### src/verilog/gpio_port_params.svh
// register offsets and reset values for the general purpose port block
// assumes byte-wide special function register space with 8-bit addresses
`ifndef GPIO_PORT_PARAMS_SVH
`define GPIO_PORT_PARAMS_SVH
`define ADDR_PORT0_LATCH 8'h80
`define ADDR_PORT1_LATCH 8'h90
`define ADDR_PORT2_LATCH 8'ha0
`define ADDR_PORT0_DRIVE 8'ha4
`define ADDR_PORT1_DRIVE 8'ha5
`define ADDR_PORT2_DRIVE 8'ha6
`define ADDR_PORT0_SKIP 8'hd4
`define ADDR_PORT1_SKIP 8'hd5
`define ADDR_PORT0_ANALOG 8'hf1
`define ADDR_PORT1_ANALOG 8'hf2
`define RST_LATCH 8'hff
`define RST_PORT2_LATCH 8'h01
`define RST_DRIVE 8'h00
`define RST_SKIP 8'h00
`define RST_ANALOG 8'hff
`define PORT1_SKIP_MASK 8'h7f
`define PORT2_PIN_MASK 8'h01
`endif

### src/verilog/gpio_port_pkg.sv
// types shared by the general purpose port block
// assumes gpio_port_params.svh is compiled alongside
package gpio_port_pkg;
   typedef enum logic [1:0] {
      ACC_BYTE = 2'b01,
      ACC_BIT = 2'b10
   } access_t;
endpackage : gpio_port_pkg

### src/verilog/gpio_port.sv
// special function register front end and three general purpose ports
// assumes core gives address, byte/bit strobes and a read-modify-write flag
//
// Behaviour
// - pins not claimed by crossbar or analog serve as software GPIO
// - each port register accepts byte and single-bit core accesses
// - writes land in an output latch that drives pins until next write
// - plain reads return sampled pin levels, even for crossbar pins
// - read-modify-write reads return the latch, not the pins
// - bit move, clear and set to a port bit read and modify the latch
// - while crossbarOn is set, latch 0 drives low, latch 1 drives high in push-pull and releases the pin in open-drain
`timescale 1ns/1ns
`include "gpio_port_params.svh"
module gpio_port
   import gpio_port_pkg::*;
#(
   parameter int P0W = 8,
   parameter int P1W = 8,
   parameter int P2W = 1
) (
   // clock and reset
   input wire logic mclk,
   input wire logic rst,
   input wire logic clkEn,
   // register access
   input wire logic [7:0] sfrAddr,
   input wire logic sfrWr,
   input wire logic sfrRd,
   input wire access_t sfrKind,
   input wire logic [2:0] sfrBit,
   input wire logic sfrRmw,
   input wire logic [7:0] sfrWdata,
   output logic [7:0] sfrRdata,
   output logic sfrHit,
   // crossbar
   input wire logic crossbarOn,
   input wire logic [P0W+P1W+P2W-1:0] xbarClaim,
   input wire logic [P0W+P1W+P2W-1:0] xbarLevel,
   // pins
   input wire logic [P0W+P1W+P2W-1:0] pinIn,
   output logic [P0W+P1W+P2W-1:0] pinOut,
   output logic [P0W+P1W+P2W-1:0] pinOe
);
   localparam int N = P0W + P1W + P2W;
   // decode and read mux assume exactly this port layout
   if (P0W != 8 || P1W != 8 || P2W != 1) begin : g_bad_widths
      $error("port widths fixed by the register map");
   end

   logic [7:0] lat0, lat1, lat2;
   logic [7:0] drv0, drv1, drv2;
   logic [7:0] skip0, skip1;
   logic [7:0] ana0, ana1;
   // sampled pin levels, one vector per port
   wire [P0W-1:0] level0;
   wire [P1W-1:0] level1;
   wire [P2W-1:0] level2;
   // driven level and driver enable, one vector per port
   wire [P0W-1:0] out0;
   wire [P1W-1:0] out1;
   wire [P2W-1:0] out2;
   wire [P0W-1:0] oe0;
   wire [P1W-1:0] oe1;
   wire [P2W-1:0] oe2;

   // decode
   wire hL0 = sfrAddr == `ADDR_PORT0_LATCH;
   wire hL1 = sfrAddr == `ADDR_PORT1_LATCH;
   wire hL2 = sfrAddr == `ADDR_PORT2_LATCH;
   wire hD0 = sfrAddr == `ADDR_PORT0_DRIVE;
   wire hD1 = sfrAddr == `ADDR_PORT1_DRIVE;
   wire hD2 = sfrAddr == `ADDR_PORT2_DRIVE;
   wire hS0 = sfrAddr == `ADDR_PORT0_SKIP;
   wire hS1 = sfrAddr == `ADDR_PORT1_SKIP;
   wire hA0 = sfrAddr == `ADDR_PORT0_ANALOG;
   wire hA1 = sfrAddr == `ADDR_PORT1_ANALOG;
   wire hLatch = hL0 | hL1 | hL2;
   wire hit = hLatch | hD0 | hD1 | hD2 | hS0 | hS1 | hA0 | hA1;
   wire bitOp = sfrKind == ACC_BIT;

   // pin levels per port, gated for analog
   wire [7:0] pin0 = level0;
   wire [7:0] pin1 = level1;
   wire [7:0] pin2 = {7'h00, level2};

   // latch-vs-pin read source
   wire useLatch = sfrRmw | (bitOp & sfrWr);
   wire [7:0] latRd = hL0 ? lat0 : hL1 ? lat1 : lat2 & `PORT2_PIN_MASK;
   wire [7:0] pinRd = hL0 ? pin0 : hL1 ? pin1 : pin2;
   wire [7:0] portRd = useLatch ? latRd : pinRd;
   wire [7:0] cfgRd =
      hD0 ? drv0 : hD1 ? drv1 : hD2 ? (drv2 & `PORT2_PIN_MASK) :
      hS0 ? skip0 : hS1 ? (skip1 & `PORT1_SKIP_MASK) :
      hA0 ? ana0 : hA1 ? ana1 : 8'h00;
   wire [7:0] regVal = hLatch ? portRd : cfgRd;

   // bit writes merge one bit into the addressed latch or config register content
   wire [7:0] bitMask = 8'h01 << sfrBit;
   wire [7:0] oldVal = hLatch ? latRd : cfgRd;
   wire [7:0] bitVal = (oldVal & ~bitMask) | ({8{sfrWdata[0]}} & bitMask);
   wire [7:0] wval = bitOp ? bitVal : sfrWdata;
   wire we = clkEn & sfrWr;

   always_ff @(posedge mclk) begin
      if (rst) begin
         lat0 <= `RST_LATCH;
         lat1 <= `RST_LATCH;
         lat2 <= `RST_PORT2_LATCH;
      end else if (we) begin
         if (hL0) lat0 <= wval;
         if (hL1) lat1 <= wval;
         if (hL2) lat2 <= wval & `PORT2_PIN_MASK;
      end
   end

   // output mode: 1 = push-pull, 0 = open-drain
   always_ff @(posedge mclk) begin
      if (rst) begin
         drv0 <= `RST_DRIVE;
         drv1 <= `RST_DRIVE;
         drv2 <= `RST_DRIVE;
      end else if (we) begin
         if (hD0) drv0 <= wval;
         if (hD1) drv1 <= wval;
         if (hD2) drv2 <= wval & `PORT2_PIN_MASK;
      end
   end

   // skip bits keep a pin away from crossbar peripherals
   always_ff @(posedge mclk) begin
      if (rst) begin
         skip0 <= `RST_SKIP;
         skip1 <= `RST_SKIP;
      end else if (we) begin
         if (hS0) skip0 <= wval;
         if (hS1) skip1 <= wval & `PORT1_SKIP_MASK;
      end
   end

   // analog select: 1 = analog, driver and receiver off
   always_ff @(posedge mclk) begin
      if (rst) begin
         ana0 <= `RST_ANALOG;
         ana1 <= `RST_ANALOG;
      end else if (we) begin
         if (hA0) ana0 <= wval;
         if (hA1) ana1 <= wval;
      end
   end

   // read data registered so outputs come from flops
   always_ff @(posedge mclk) begin
      if (rst) begin
         sfrRdata <= 8'h00;
         sfrHit <= 1'b0;
      end else if (clkEn) begin
         sfrRdata <= (sfrRd & hit) ? regVal : 8'h00;
         sfrHit <= (sfrRd | sfrWr) & hit;
      end
   end

   // skip bits are consumed by the crossbar; here they only deny claims
   wire [N-1:0] skipAll = {1'b0, skip1, skip0};
   wire [N-1:0] claim = xbarClaim & ~skipAll;
   // a skipped pin falls back to its own latch and mode bits
   // port 2 has no analog mode, its pin stays digital
   wire [P2W-1:0] ana2 = '0;

   // one cell per port register, so each keeps its own width check
   // port 0
   port_pin_cell #(.WIDTH(P0W)) cell0 (
      .mclk(mclk),
      .rst(rst),
      .clkEn(clkEn),
      .latch(lat0),
      .pushPull(drv0),
      .analogSel(ana0),
      .crossbarOn(crossbarOn),
      .xbarClaim(claim[P0W-1:0]),
      .xbarLevel(xbarLevel[P0W-1:0]),
      .pinIn(pinIn[P0W-1:0]),
      .pinOut(out0),
      .pinOe(oe0),
      .pinLevel(level0)
   );

   // port 1
   port_pin_cell #(.WIDTH(P1W)) cell1 (
      .mclk(mclk),
      .rst(rst),
      .clkEn(clkEn),
      .latch(lat1),
      .pushPull(drv1),
      .analogSel(ana1),
      .crossbarOn(crossbarOn),
      .xbarClaim(claim[P0W+P1W-1:P0W]),
      .xbarLevel(xbarLevel[P0W+P1W-1:P0W]),
      .pinIn(pinIn[P0W+P1W-1:P0W]),
      .pinOut(out1),
      .pinOe(oe1),
      .pinLevel(level1)
   );

   // port 2 is a single pin
   port_pin_cell #(.WIDTH(P2W)) cell2 (
      .mclk(mclk),
      .rst(rst),
      .clkEn(clkEn),
      .latch(lat2[P2W-1:0]),
      .pushPull(drv2[P2W-1:0]),
      .analogSel(ana2),
      .crossbarOn(crossbarOn),
      .xbarClaim(claim[N-1:P0W+P1W]),
      .xbarLevel(xbarLevel[N-1:P0W+P1W]),
      .pinIn(pinIn[N-1:P0W+P1W]),
      .pinOut(out2),
      .pinOe(oe2),
      .pinLevel(level2)
   );

   // outputs stay the cells' flops, only regrouped here
   assign pinOut = {out2, out1, out0};
   assign pinOe = {oe2, oe1, oe0};
endmodule : gpio_port

### src/verilog/port_pin_cell.sv
// one port of up to eight pins: output drive and input gating
// assumes the crossbar supplies per-pin claim and level
`timescale 1ns/1ns
module port_pin_cell #(
   parameter int WIDTH = 8
) (
   // clock
   input wire logic mclk,
   input wire logic rst,
   input wire logic clkEn,
   // configuration
   input wire logic [WIDTH-1:0] latch,
   input wire logic [WIDTH-1:0] pushPull,
   input wire logic [WIDTH-1:0] analogSel,
   input wire logic crossbarOn,
   input wire logic [WIDTH-1:0] xbarClaim,
   input wire logic [WIDTH-1:0] xbarLevel,
   // pins
   input wire logic [WIDTH-1:0] pinIn,
   output logic [WIDTH-1:0] pinOut,
   output logic [WIDTH-1:0] pinOe,
   output logic [WIDTH-1:0] pinLevel
);
   // one cell serves one port register, never more than eight pins
   if (WIDTH < 1 || WIDTH > 8) begin : g_bad_width
      $error("port width must be 1..8");
   end
   wire [WIDTH-1:0] level = (xbarClaim & xbarLevel) | (~xbarClaim & latch);
   // crossbar-owned pins are open-drain regardless of mode bits
   wire [WIDTH-1:0] pp = pushPull & ~xbarClaim;
   wire [WIDTH-1:0] driveEn =
      {WIDTH{crossbarOn}} & ~analogSel & (pp | ~level);
   wire [WIDTH-1:0] sampled = pinIn & ~analogSel;
   always_ff @(posedge mclk) begin
      if (rst) begin
         pinOut <= '0;
         pinOe <= '0;
         pinLevel <= '0;
      end else if (clkEn) begin
         pinOut <= level;
         pinOe <= driveEn;
         pinLevel <= sampled;
      end
   end
endmodule : port_pin_cell
### config.mk
export PLATFORM = sky130hd
export DESIGN_NAME = gpio_port
export DESIGN_NICKNAME = d
export VERILOG_FILES = /design/src/verilog/gpio_port_pkg.sv /design/src/verilog/gpio_port.sv /design/src/verilog/port_pin_cell.sv
export VERILOG_INCLUDE_DIRS = /design/src /design/src/verilog
export SDC_FILE = /design/constraint.sdc
export NUM_CORES = 1
export LEC_CHECK = 0
export BUFFER_PORTS_ARGS = -buffer_cell sky130_fd_sc_hd__buf_2
export CORE_ASPECT_RATIO = 1.75
export CORE_MARGIN = 1
export CORE_UTILIZATION = 52
export CTS_BUF_LIST = sky130_fd_sc_hd__clkbuf_4 sky130_fd_sc_hd__clkbuf_8
export DETAILED_ROUTE_END_ITERATION = 10
export PLACE_DENSITY = 0.8
export SYNTH_ARGS = -nofsm -noshare
export SYNTH_HDL_FRONTEND = slang
export SYNTH_HIERARCHICAL = 1
export SYNTH_SLANG_ARGS = --single-unit
### constraint.sdc
create_clock -name mclk -period 2 [get_ports mclk]
set_input_delay 0.2 -clock mclk [delete_from_list [all_inputs] [get_ports mclk]]
set_output_delay 0.2 -clock mclk [all_outputs]
set_load 0.03 [all_outputs]
==> flow_summary.yaml <==
status:
  outcome: "completed"
synth:
  postSynthCellCount: 789
  synth_top_flop_cell: "dfxtp_1"
  synth_warnings: 6
  synth-xor-area-share_pct: 0.1317
  synthMuxAreaShare_pct: 3.538
  syn_area_sq_mm: 0.006649
  synth.top_cells.by_area: "dfxtp_1, nand2b_1, a21oi_1"
  async_reset_ff_share_pct: 0
  post_synth_fa_ha_maj_area_fraction_pct: 0
  synth_seq_cells: 125
  synth_top_area_share_pct: 37.64
  synth_top_family_by_area: "compound AO/OA/AOI/OAI gates"
  synth_top_cell_by_area: "dfxtp_1"
  yosysSeqAreaShare_pct: 37.64
  synth_compound_area_share_pct: 27.46
  synth_edf_count: 0
  synth_cell_types: 69
  synth-simple-area-share_pct: 25.67
  syn_avg_cell_area_sq_um: 8.427
place:
  place_congestion: 1.067
  dp.cells: 1124
  post-place-ws_ns: -0.2825
  dp_hpwl_um: 20130
  port_buffers: 121
sta:
  relSlewSlack_pct: 59.65
  period_minus_slack_ns: 1.914
  drv_slew: 0
  tightest_slew_ns: 0.6040
  hold_viol_final: 0
  worst_slack_ns: 0.08570
  fin_worst_skew_ns: 0.01078
  rsz0062_at_grt: "no"
  fin_crit_sh_pct: 95.72
  setup_violations: 0
  fmax_ghz: 0.5224
setup_path:
  worstSetupStartpoint: "sfrAddr[2]"
  worstPathArrival_ns: 2.25
  max_stage_delay_ns: 0.58
  crit_chain: "buf_2 -> or4_4 -> or2_1 -> buf_4 -> o31ai_1 -> buf_4 -> a211o_1 -> a21oi_1"
  worst_path_max_delay_cell: "or4_4"
  crit_type: "in -> reg"
  timing.rr.start: "ana1[2]$_SDFFE_PP1P_"
  required_ns: 2.34
  crit_top_cell: "buf_4"
  cp_max_fo: 5
  r2r_cells: 8
  cp-end-kind: "flop"
  start_kind: "primary input"
grt:
  grt_pass1_vias: 6797
  overflow: 0
  grtUsageTotal_pct: 40.33
  antenna_found_initial: 0
  grt_max_degree: 131
  grt_pass1_wl_um: 38520
die:
  fp.dieArea_sq_mm: 0.01326
  rows: 54
  initial_core_util_pct: 53.48
  die_h_um: 151.6
  ioPinCount: 122
  fp.dieW_um: 87.48
  core_sq_mm: 0.01243
cts:
  clock_path_buffers: 2
  cts-htree-levels: 4
  cts_sinks: 125
  path_clk_slew_ns: 0.08
  clk_latency_ns: 0.45
  cts_setup_buffers: 0
  numCtsBuffers: 17
  cts_tree: "yes"
  cts_root_buf: "clkbuf_8"
job:
  cap_violations: 0
cells_and_area:
  fin_nets: 1054
  final_common_cell: "dfxtp_1"
  fin_util_pct: 67.99
  area.growth.synth_to_final_pct: 27.12
  drive_gt1_share_pct: 29.55
  layoutNonFillerInstCount: 1156
  n_antenna_cell: 0
  layout_common_cells: "dfxtp_1, buf_2, buf_4, nand2_1, a21oi_1"
drt:
  drtIter0Drc: 612
  post-route-drc-count: 0
  wl_um: 25710
  ant_nets: 0
  wire_per_inst_um: 22.24
  num_vias: 7087
  dr.pass1.iters: 6
  via_per_inst: 6.131
pwr:
  vdd_ir_drop_max_mv: 0.4450
  p_per_area_mw_per_mm2: 674.6
  p_leak_uw: 0.003492
hold_path:
  hp-class: "in -> reg"
  hp-start: "pinIn[7]"
  whs_path_depth: 3
## registers in the layout, indices dropped and copies added, names as in the netlist, 7 cells and up
| name | flops |
|---|---|
| drv0 | 8 |
| lat0 | 8 |
| cell1/pinOut | 8 |
| lat1 | 8 |
| cell0/pinOe | 8 |
| ana1 | 8 |
| cell1/pinOe | 8 |
| sfrRdata | 8 |
| ana0 | 8 |
| skip0 | 8 |
| cell0/pinLevel | 8 |
| cell1/pinLevel | 8 |
| skip1 | 7 |
| drv1 | 8 |
| cell0/pinOut | 8 |
## timing repair
item / in CTS / in global routing
gates resized for setup: 1 / 3
pin swaps: 0 / 0
hold buffers: 0 / 0
endpoints found under the setup margin: 1 / 7
## routing by layer
metal,GRT usage (%),wire [um],vias up
met5,0,0,-
met4,36.72,2576,0
met3,9.263,1791,128
met2,64.88,12380,359
met1,43.27,8965,3338
li1,-,-,3262
## cell families after synthesis
| group | Yosys count |
|---|---|
| compound gates | 249 |
| flops | 125 |
| xor+xnor | 1 |
| other cells | 1 |
| buf+inv | 75 |
| mux | 23 |
| simple gates | 315 |
## synth_stat cells, drive strengths merged (2+ instances only)
cell type    n
a2111oi      4
a211o        4
a211oi      14
a21o         3
a21oi       72
a221o        4
a221oi       5
a22o         5
a22oi        3
a311o        2
a311oi      21
a31o         2
a31oi        5
a32oi        2
and2         3
and3         6
buf         33
clkbuf      28
dfxtp      125
inv         14
mux2         4
mux2i       19
nand2       75
nand2b      65
nand3       22
nand3b      40
nand4bb      2
nor2        59
nor2b       26
nor3         6
nor3b        2
o211ai      10
o21a        10
o21ai       42
o221ai      18
o22ai        7
o31ai        4
o32a         2
o32ai        2
o41ai        3
## final timing paths
check	to	slack [ns]
setup / recovery	sfrRdata[0]$_SDFFE_PP0P_	0.09
hold / removal	cell0/pinLevel[7]$_SDFFE_PP0P_	0.01
setup reg to reg	ana1[2]$_SDFFE_PP1P_	0.12
hold reg to reg	cell1/pinLevel[4]$_SDFFE_PP0P_	0.47
## where the power goes
group | switching [uW] | internal, uW
logic | 539 | 333
registers | 23.8 | 2530
clock network | 1100 | 1180
## layout make-up
type                            instances  area (sq um)
Clock inverter                         13         138.9
Timing Repair Buffer                  227          1479
Fill cell                            1117          3980
Tap cell                              168         210.2
Inverter                               14         52.55
Multi-Input combinational cell        590          3807
Clock buffer                           19         261.5
Sequential cell                       125          2502
## worst max-delay path: cells and delay by family
kind	cells	cell delay (ns)
AO/OA/AOI/OAI	3	0.67
buffers and inverters	3	0.47
AND/OR/NAND/NOR	2	0.91
## through the flow
stage	hold WS, ns	area [sq um]	setup TNS, ns	power (uW)
floorplan	0.2691	6653	0	3109
global placement	0.4518	8028	-8.032	3455
detailed placement	0.4610	8028	-8.944	3461
CTS	0.003890	8433	0	5680
global route	0.001835	8452	0	5888
finish	0.01109	8452	0	5702
(Power assumes the default switching activity.)
